[src/msq_cfg.svh]
// Constants for the master status query handler.
// Assumes inclusion by the package, command store, handler, checker and bench files only.
`ifndef MSQ_CFG_SVH
`define MSQ_CFG_SVH

// ----------------------------------------
// Command block layout (zero-based word index)
// ----------------------------------------
`define MSQ_CMD_WORDS       4'hA
`define MSQ_IDX_LEN         4'h0
`define MSQ_IDX_WAIT        4'h1
`define MSQ_IDX_STYPE       4'h2
`define MSQ_IDX_SADDR       4'h3
`define MSQ_IDX_CODE        4'h6
`define MSQ_IDX_RTYPE       4'h7
`define MSQ_IDX_ROFS        4'h8
`define MSQ_IDX_RSIZE       4'h9

// ----------------------------------------
// Command values
// ----------------------------------------
`define MSQ_LEN_VAL         16'h0004
`define MSQ_CODE_VAL        16'h0002
`define MSQ_RSIZE_WORDS     16'h0009
`define MSQ_RSIZE_BYTES     16'h0012
`define MSQ_REPLY_WORDS     4'h9

// ----------------------------------------
// Memory type kinds and completion status
// ----------------------------------------
`define MSQ_MT_BIT          2'h0
`define MSQ_MT_BYTE         2'h1
`define MSQ_MT_WORD         2'h2
`define MSQ_STS_OK          16'h0001
`define MSQ_STS_BAD_CMD     16'h0002
`define MSQ_STS_BAD_SIZE    16'h0003

// ----------------------------------------
// Error source address limits
// ----------------------------------------
`define MSQ_ERR_ADDR_SELF   8'hFF
`define MSQ_ERR_ADDR_MAX    8'h7D

`endif

[src/msq_pkg.sv]
// Types for the master status query handler.
// Assumes msq_cfg.svh sits in the include path.
`include "msq_cfg.svh"

package msq_pkg;

  // Control state of the shared memory interface
  typedef enum logic [7:0]
  {
    MSQ_CS_OFFLINE = 8'h00,
    MSQ_CS_STOP    = 8'h40,
    MSQ_CS_CLEAR   = 8'h80,
    MSQ_CS_OPERATE = 8'hC0
  } msq_ctrl_state_t;

  // Snapshot of master status sources
  typedef struct packed
  {
    logic [7:0]      global_bits;
    msq_ctrl_state_t ctrl_state;
    logic [7:0]      err_addr;
    logic [7:0]      err_code;
  } msq_status_t;

  // Controller memory write request
  typedef struct packed
  {
    logic [1:0]  kind;
    logic [7:0]  mem_type;
    logic [31:0] addr;
    logic [15:0] data;
  } msq_mem_wr_t;

  // Handler sequence, Gray along the usual path from IDLE up to DONE
  typedef enum logic [2:0]
  {
    MSQ_ST_IDLE  = 3'b000,
    MSQ_ST_LOAD  = 3'b001,
    MSQ_ST_CHECK = 3'b011,
    MSQ_ST_REPLY = 3'b010,
    MSQ_ST_STAT  = 3'b110,
    MSQ_ST_DONE  = 3'b111
  } msq_state_t;

endpackage

[src/msq_cmd_mem.sv]
// Ten-word command block store with registered read data.
// Assumes one writer and one reader on the handler clock.
`include "msq_cfg.svh"

module msq_cmd_mem
(
  input  wire logic        clk_i,
  input  wire logic        wr_en_i,
  input  wire logic [3:0]  wr_idx_i,
  input  wire logic [15:0] wr_data_i,
  input  wire logic [3:0]  rd_idx_i,
  output logic      [15:0] rd_data_o
);
  import msq_pkg::*;

  logic [15:0] mem_ff [0:9];
  logic [15:0] rd_data_ff;

  // ----------------------------------------
  // Storage, no reset so it maps to RAM
  // ----------------------------------------
  always_ff @(posedge clk_i)
  begin
    if (wr_en_i && (wr_idx_i < `MSQ_CMD_WORDS))
      mem_ff[wr_idx_i] <= wr_data_i;
    if (rd_idx_i < `MSQ_CMD_WORDS)
      rd_data_ff <= mem_ff[rd_idx_i];
    else
      rd_data_ff <= 16'h0000;
  end

  assign rd_data_o = rd_data_ff;

endmodule

[src/msq_handler.sv]
// Master status query handler: takes a command block, writes reply.
// Assumes a controller loads words 0..9 then pulses start; a memory
// port accepts one write per cycle when its ready is high.
`include "msq_cfg.svh"

module msq_handler
(
  input  wire logic                 CLK_I,
  input  wire logic                 RESETN_I,
  input  wire logic                 CMD_WR_I,
  input  wire logic [3:0]           CMD_IDX_I,
  input  wire logic [15:0]          CMD_DATA_I,
  input  wire logic                 CMD_START_I,
  input  wire logic [7:0]           MEM_TYPE_MAP_I,
  input  wire msq_pkg::msq_status_t STATUS_I,
  input  wire logic                 MEM_READY_I,
  output logic                      MEM_WR_O,
  output msq_pkg::msq_mem_wr_t      MEM_REQ_O,
  output logic                      BUSY_O,
  output logic                      DONE_O
);
  import msq_pkg::*;

  msq_state_t      state_ff, nxt_state;
  logic [3:0]      rd_idx_ff, nxt_rd_idx;
  logic [3:0]      cap_idx_ff, nxt_cap_idx;
  logic            cap_vld_ff, nxt_cap_vld;
  logic [15:0]     rd_data;
  logic [15:0]     stype_ff, nxt_stype;
  logic [15:0]     saddr_ff, nxt_saddr;
  logic [15:0]     code_ff, nxt_code;
  logic [15:0]     rtype_ff, nxt_rtype;
  logic [15:0]     rofs_ff, nxt_rofs;
  logic [15:0]     rsize_ff, nxt_rsize;
  logic [3:0]      word_ff, nxt_word;
  logic [15:0]     sts_ff, nxt_sts;
  msq_status_t     snap_ff, nxt_snap;
  msq_mem_wr_t     req_ff, nxt_req;
  logic            wr_ff, nxt_wr;
  logic            done_ff, nxt_done;
  logic [1:0]      rkind;

  // ----------------------------------------
  // Command block store
  // ----------------------------------------
  msq_cmd_mem u_cmd_mem
  (
    .clk_i     (CLK_I),
    .wr_en_i   (CMD_WR_I && (state_ff == MSQ_ST_IDLE)),
    .wr_idx_i  (CMD_IDX_I),
    .wr_data_i (CMD_DATA_I),
    .rd_idx_i  (rd_idx_ff),
    .rd_data_o (rd_data)
  );

  // Memory type code to addressing unit; map input names the byte-counted code
  function automatic logic [1:0] unit_of(input logic [15:0] mt);
    logic [1:0] k;
    k = `MSQ_MT_WORD;
    if (mt[7:0] == MEM_TYPE_MAP_I)
      k = `MSQ_MT_BYTE;
    else if (mt[0])
      k = `MSQ_MT_BIT;
    return k;
  endfunction

  // Address of reply word n in the unit of the memory type
  function automatic logic [31:0] addr_of(input logic [1:0] k, input logic [15:0] base, input logic [3:0] n);
    logic [31:0] a;
    a = {16'h0000, base};
    if (k == `MSQ_MT_BIT)
      a = a + {24'h000000, n, 4'h0};
    else if (k == `MSQ_MT_BYTE)
      a = a + {27'h0000000, n, 1'b0};
    else
      a = a + {28'h0000000, n};
    return a;
  endfunction

  // Process, not assign: the map input is read inside the function
  always_comb
    rkind = unit_of(rtype_ff);

  // ----------------------------------------
  // Reply word contents
  // ----------------------------------------
  function automatic logic [15:0] reply_of(input logic [3:0] n);
    logic [15:0] r;
    r = 16'h0000;                                 // Words 4..8 stay zero
    case (n)
      4'h0: r = `MSQ_CODE_VAL;
      4'h1: r = {8'h00, snap_ff.global_bits};     // Zero means no error
      4'h2: r = {8'h00, snap_ff.ctrl_state};
      4'h3: r = {snap_ff.err_code, snap_ff.err_addr};
      default: r = 16'h0000;
    endcase
    return r;
  endfunction

  // ----------------------------------------
  // Sequencer next state
  // ----------------------------------------
  always_comb
  begin
    nxt_state   = state_ff;
    nxt_rd_idx  = rd_idx_ff;
    nxt_cap_idx = rd_idx_ff;
    nxt_cap_vld = 1'b0;
    nxt_stype   = stype_ff;
    nxt_saddr   = saddr_ff;
    nxt_code    = code_ff;
    nxt_rtype   = rtype_ff;
    nxt_rofs    = rofs_ff;
    nxt_rsize   = rsize_ff;
    nxt_word    = word_ff;
    nxt_sts     = sts_ff;
    nxt_snap    = snap_ff;
    nxt_req     = req_ff;
    nxt_wr      = wr_ff;
    nxt_done    = 1'b0;
    // Capture words one cycle after read address, memory read latency
    if (cap_vld_ff)
    begin
      if (cap_idx_ff == `MSQ_IDX_STYPE) nxt_stype = rd_data;
      if (cap_idx_ff == `MSQ_IDX_SADDR) nxt_saddr = rd_data;
      if (cap_idx_ff == `MSQ_IDX_CODE)  nxt_code  = rd_data;
      if (cap_idx_ff == `MSQ_IDX_RTYPE) nxt_rtype = rd_data;
      if (cap_idx_ff == `MSQ_IDX_ROFS)  nxt_rofs  = rd_data;
      if (cap_idx_ff == `MSQ_IDX_RSIZE) nxt_rsize = rd_data;
    end
    case (state_ff)
      MSQ_ST_IDLE:
      begin
        if (CMD_START_I)
        begin
          nxt_state  = MSQ_ST_LOAD;
          nxt_rd_idx = `MSQ_IDX_STYPE;   // Length, wait, reserved words unread
        end
      end
      MSQ_ST_LOAD:
      begin
        nxt_cap_vld = 1'b1;
        if (rd_idx_ff == `MSQ_IDX_SADDR)
          nxt_rd_idx = `MSQ_IDX_CODE;
        else if (rd_idx_ff == `MSQ_IDX_RSIZE)
          nxt_state = MSQ_ST_CHECK;
        else
          nxt_rd_idx = rd_idx_ff + 4'h1;
      end
      MSQ_ST_CHECK:
      begin
        if (!cap_vld_ff)
        begin
          nxt_word = 4'h0;
          nxt_snap = STATUS_I;           // Coherent snapshot for the whole reply
          if (code_ff != `MSQ_CODE_VAL)  // Other codes not answered here
          begin
            nxt_sts   = `MSQ_STS_BAD_CMD;
            nxt_state = MSQ_ST_STAT;
          end
          else if (rsize_ff < `MSQ_RSIZE_WORDS) // Too small to hold the reply
          begin
            nxt_sts   = `MSQ_STS_BAD_SIZE;
            nxt_state = MSQ_ST_STAT;
          end
          else
          begin
            nxt_sts   = `MSQ_STS_OK;
            nxt_state = MSQ_ST_REPLY;
          end
        end
      end
      MSQ_ST_REPLY:
      begin
        // Hold request until the memory takes it
        if (!wr_ff || MEM_READY_I)
        begin
          if (wr_ff && (word_ff == `MSQ_REPLY_WORDS - 4'h1))
          begin
            nxt_wr    = 1'b0;
            nxt_state = MSQ_ST_STAT;
          end
          else
          begin
            if (wr_ff)
              nxt_word = word_ff + 4'h1;
            nxt_wr       = 1'b1;
            nxt_req.kind = rkind;
            nxt_req.mem_type = rtype_ff[7:0];
            nxt_req.addr = addr_of(rkind, rofs_ff, nxt_word);
            nxt_req.data = reply_of(nxt_word);   // Registered together with its address
          end
        end
      end
      MSQ_ST_STAT:
      begin
        if (!wr_ff)
        begin
          nxt_wr           = 1'b1;
          nxt_req.kind     = unit_of(stype_ff);
          nxt_req.mem_type = stype_ff[7:0];
          nxt_req.addr     = {16'h0000, saddr_ff} + 32'h0000_0001; // Stored minus one
          nxt_req.data     = sts_ff;
        end
        else if (MEM_READY_I)
        begin
          nxt_wr    = 1'b0;
          nxt_state = MSQ_ST_DONE;
        end
      end
      MSQ_ST_DONE:
      begin
        nxt_done  = 1'b1;
        nxt_state = MSQ_ST_IDLE;
      end
      default: nxt_state = MSQ_ST_IDLE;
    endcase
  end

  // ----------------------------------------
  // State registers
  // ----------------------------------------
  always_ff @(posedge CLK_I or negedge RESETN_I)
  begin
    if (!RESETN_I)
    begin
      state_ff   <= MSQ_ST_IDLE;
      rd_idx_ff  <= 4'h0;
      cap_idx_ff <= 4'h0;
      cap_vld_ff <= 1'b0;
      stype_ff   <= 16'h0000;
      saddr_ff   <= 16'h0000;
      code_ff    <= 16'h0000;
      rtype_ff   <= 16'h0000;
      rofs_ff    <= 16'h0000;
      rsize_ff   <= 16'h0000;
      word_ff    <= 4'h0;
      sts_ff     <= 16'h0000;
      snap_ff    <= '0;
      req_ff     <= '0;
      wr_ff      <= 1'b0;
      done_ff    <= 1'b0;
    end
    else
    begin
      state_ff   <= nxt_state;
      rd_idx_ff  <= nxt_rd_idx;
      cap_idx_ff <= nxt_cap_idx;
      cap_vld_ff <= nxt_cap_vld;
      stype_ff   <= nxt_stype;
      saddr_ff   <= nxt_saddr;
      code_ff    <= nxt_code;
      rtype_ff   <= nxt_rtype;
      rofs_ff    <= nxt_rofs;
      rsize_ff   <= nxt_rsize;
      word_ff    <= nxt_word;
      sts_ff     <= nxt_sts;
      snap_ff    <= nxt_snap;
      req_ff     <= nxt_req;
      wr_ff      <= nxt_wr;
      done_ff    <= nxt_done;
    end
  end

  // Request fields all leave straight from flip-flops
  assign MEM_REQ_O = req_ff;
  assign MEM_WR_O = wr_ff;
  assign BUSY_O   = (state_ff != MSQ_ST_IDLE);
  assign DONE_O   = done_ff;

endmodule

[config.mk]
export PLATFORM = sky130hd
export DESIGN_NAME = msq_handler
export DESIGN_NICKNAME = d
export VERILOG_FILES = /design/src/msq_pkg.sv /design/src/msq_cmd_mem.sv /design/src/msq_handler.sv
export VERILOG_INCLUDE_DIRS = /design/src
export SDC_FILE = /design/constraint.sdc
export NUM_CORES = 1
export LEC_CHECK = 0
export BUFFER_PORTS_ARGS = -buffer_cell sky130_fd_sc_hd__buf_2
export CAP_MARGIN = 25
export CELL_PAD_IN_SITES_DETAIL_PLACEMENT = 0
export CELL_PAD_IN_SITES_GLOBAL_PLACEMENT = 1
export CORE_MARGIN = 5
export CORE_UTILIZATION = 30
export DETAILED_ROUTE_END_ITERATION = 16
export PLACE_DENSITY_LB_ADDON = 0.1
export SYNTH_ARGS = -nofsm -noshare
export SYNTH_HDL_FRONTEND = slang
export SYNTH_HIERARCHICAL = 1
export SYNTH_SLANG_ARGS = --single-unit
[constraint.sdc]
create_clock -name CLK_I -period 2.77 [get_ports CLK_I]
set_clock_uncertainty 0.05 [all_clocks]
set_input_delay 0.4155 -clock CLK_I [delete_from_list [all_inputs] [get_ports CLK_I]]
set_output_delay 0.4155 -clock CLK_I [all_outputs]
set_load 0.05 [all_outputs]
==> metrics.md <==
| Metric | Value |
|---|---|
| Status | `finished, final reports clean` |
| Placer's final routability congestion estimate | `0.782` |
| Fraction of final layout cells with drive strength greater than 1 | `0.322` |
| Post-synth design cell area | `0.0157 sq mm` |
| Cell area reported after detailed placement | `0.0174 sq mm` |
| Fraction of synthesis flops using an asynchronous set or reset pin | `0.499` |
| Type of the most critical hold path | `in -> reg` |
| Clock net sink count | `351` |
| Worst path most repeated cell | `buf_4` |
| Share of the clock period used by the worst path | `0.999` |
| Final global-route overflow total | `0` |
| Area occupied by registers | `0.00951 sq mm` |
| First drt pass iteration count | `5` |
| Headroom to the max-slew limit | `0.460` |
| DRT iter0 DRCs | `517` |
| Standard cell with the maximum stage delay on the critical path | `dfrtp_1` |
| Final Critical Period | `2.77 ns` |
| Cell row count | `83` |
| Transition at the pin with the smallest max-transition slack | `0.807 ns` |
| Mean cell area of the mapped netlist | `12.9 sq um` |
| WP data required | `3.14 ns` |
| Post-synth top cells | `dfrtp_1 (175), nand2_1 (172), edfxtp_1 (160)` |
| Final routed wirelength across all metal layers | `43.0 mm` |
| Antenna fix cells | `0` |
| Power per cell area | `999 mW/mm^2` |
| Nature of the critical path endpoint | `flip-flop` |
| Inserted Clock Buffers | `42` |
| Number of cells on the critical path | `11` |
| Buffers from clock root to sink, at most | `3` |
| Initial core utilization | `0.304` |
| Crit-path max FO | `5` |
| Fillers | `5093` |
| Max stage delay on crit path | `0.40 ns` |
| Buffers on Ports | `110` |
| Die width | `238 um` |
| Cell-by-cell listing of the critical path | `buf_4, nand4_1, xnor2_4, ha_4, a21oi_2, o22ai_2, a32oi_2, buf_4, nor3_1, o32ai_1, o21ai_0` |
| Final number of max-transition violations | `0` |
| Worst reg-to-reg path cell count | `11` |
| Data arrival time of the critical path | `3.14 ns` |
| Peak supply drop | `0.504 mV` |
| Leak | `7.75 nW` |
| Maximum number of pins on one net before global-route repair | `86` |
| Kind of cell with the highest combined delay on the critical path | `compound AO/OA/AOI/OAI gates` |
| Top cell type's share of synthesized area | `0.307` |
| Setup TNS | `0 ns` |
| Fin nets | `1511` |
| Post-synth top flop | `dfrtp_1` |
| Worst skew pair latency | `0.56 ns` |
| Crit path launch type | `flip-flop` |
| Register bit total from synthesis | `351` |
| Clock tree from TritonCTS | `yes` |
| Drc violations | `0` |
| Final count of hold timing violations | `0` |
| Die span in y | `238 um` |
| Setup Viol. Count Final | `0` |
| Most repeated cell in the gate-level netlist after synthesis | `dfrtp_1` |
| Number of distinct library cells after synthesis | `78` |
| Area of the die | `0.0568 sq mm` |
| Number of antenna violations at the first check in global routing | `1` |
| Setup repair after global routing missed its margin | `yes` |
| Top cell type by total area after synthesis | `edfxtp_1` |
| End-of-flow core utilization | `0.376` |
| Cell count after synthesis | `1217` |
| Total number of H-tree levels | `2` |
| Fmax | `361 MHz` |
| Critical path type | `reg -> reg` |
| Combined area of the multi-input logic cells | `0.00591 sq mm` |
| Number of instances on the worst hold path | `2` |
| Global-route wire length before repair | `65.5 mm` |
| Placeable core region | `0.0515 sq mm` |
| Overall via count from detail_route | `10200` |
| Total number of yosys warnings | `6` |
| Count of buffer and inverter cells on the critical path | `2` |
| Number of primary I/O pins | `126` |
| Synth top area cells | `edfxtp_1 (31%), dfrtp_1 (28%), mux2_2 (9.9%)` |
| Post-DP HPWL | `28.7 mm` |
| Drt wl/cell | `20.1 um` |
| Post-synth EDFFs | `160` |
| Vias in the first global route | `10400` |
| Max-cap violation count | `0` |
| GRT Overall Usage | `0.149` |
| Remaining antenna violation count after routing | `0` |
| Root Driver | `clkbuf_16` |
| Total non-filler cell area in the finished layout | `0.0194 sq mm` |
| Portion of the post-synthesis area used by sequential elements | `0.607` |
| Area overhead of the layout relative to synthesis | `23.9%` |
| Reg clk slew, reported paths | `0.06 ns` |
| Via density per instance | `4.77` |
## placed cells by master (no fill, tap or decap), types with 5 or more instances in the layout
cell type,synthesis,final
a211oi_1,8,5
a21oi_1,31,23
a21oi_2,0,8
a22o_1,15,15
a31oi_1,12,12
and3_1,5,5
buf_12,0,7
buf_2,12,109
buf_4,19,77
bufinv_16,0,7
clkbuf_1,31,5
clkbuf_16,0,42
clkinv_1,0,9
clkinv_2,0,8
conb_1,1,15
dfrtp_1,175,172
dfxtp_1,16,16
dlygate4sd3_1,0,30
edfxtp_1,160,160
ha_1,19,13
ha_4,0,6
inv_1,17,12
inv_2,0,5
mux2_1,22,22
mux2_2,138,137
mux2i_1,18,17
nand2_1,172,172
nand2b_1,9,9
nand3_1,25,25
nand4_1,15,15
nor2_1,44,44
nor3_1,18,15
nor4_1,10,10
o21ai_0,36,34
o22ai_1,34,33
o31ai_2,16,16
xnor2_1,23,20
xor2_1,17,17
## per-stage QoR
stage                     total power, mW  cells  worst slack, ns  hold WS (ns)
after floorplan                      11.7   1231          -0.0557        0.0699
after global placement               13.7   2022           -0.180         0.370
after detailed placement             13.7   2022           -0.320         0.369
after CTS                            19.6   2133         -0.00293        0.0192
after global routing                 20.5   2137           -0.100        0.0280
final                                19.4   2137          0.00184        0.0598
## power breakdown
part / internal, mW / switching, mW
clock network: 3.52 / 2.23
logic: 2.53 / 3.18
registers: 6.63 / 1.28
total: 12.7 / 6.68
## state kept, by name, summed over array words and instances (netlist names)
| signal | cells |
|---|---|
| DONE_O | 1 |
| MEM_REQ_O | 43 |
| MEM_WR_O | 1 |
| cap_idx_ff | 4 |
| cap_vld_ff | 1 |
| code_ff | 16 |
| nxt_cap_idx | 4 |
| rofs_ff | 16 |
| rsize_ff | 16 |
| rtype_ff | 8 |
| saddr_ff | 16 |
| snap_ff | 32 |
| state_ff | 3 |
| sts_ff | 2 |
| stype_ff | 8 |
| u_cmd_mem/mem_ff | 160 |
| u_cmd_mem/rd_data_o | 16 |
| word_ff | 4 |
## what timing repair did
action	CTS	global route
resized for setup	16	21
setup buffers	4	4
endpoints found under the setup margin	10	10
hold endpoints to repair	80	0
pin swaps	4	7
hold buffers	30	0
## layout make-up
class | instances | area share
clock inverter | 27 | 0.0169
inverter | 17 | 0.00329
sequential | 351 | 0.491
clock buffer | 50 | 0.0573
multi-input combinational | 785 | 0.305
tap | 680 | 0.0439
timing repair buffer | 227 | 0.0831
## cell families (layout without fill, tap and decap cells)
| group | count (synthesis) | after routing | synth area share |
|---|---|---|---|
| compound gates | 197 | 197 | 0.0896 |
| xor+xnor | 41 | 41 | 0.0234 |
| fa+ha+maj | 22 | 22 | 0.0190 |
| buf+inv | 95 | 321 | 0.0340 |
| flops | 351 | 351 | 0.607 |
| mux | 178 | 178 | 0.127 |
| other cells | 1 | 15 | 0.000240 |
| simple gates | 332 | 332 | 0.100 |
## worst register-to-register path, delay by kind of cell, from the launching register on
family	cells	cell delay, ns
xor gates and xnor gates	1	0.38
adders and majority gates	1	0.27
DFF	1	0.40
buffers and inverters	2	0.31
AOI/OAI and AO/OA	5	0.97
and+or+nand+nor	2	0.25
## worst paths after layout
| check | startpoint | endpoint | slack [ns] |
|---|---|---|---|
| worst max-delay path | word_ff[1] | MEM_REQ_O[25] | 0.002 |
| worst min-delay path | STATUS_I[9] | snap_ff[9] | 0.06 |
| worst max register to register | word_ff[1] | MEM_REQ_O[25] | 0.002 |
| worst min register to register | MEM_REQ_O[19] | MEM_REQ_O[19] | 0.42 |
| max in group asynchronous | RESETN_I | nxt_cap_idx[0] | 1.55 |
| min in group asynchronous | RESETN_I | stype_ff[4] | 0.34 |
## per-layer routing
layer	vias up	part of all wire	track usage
li1	4868	-	-
met1	5128	0.46	0.203
met2	135	0.49	0.251
met3	50	0.033	0.0280
met4	2	0.019	0.0336
met5	-	0.00016	0
Power figures use the tool's default switching activity.
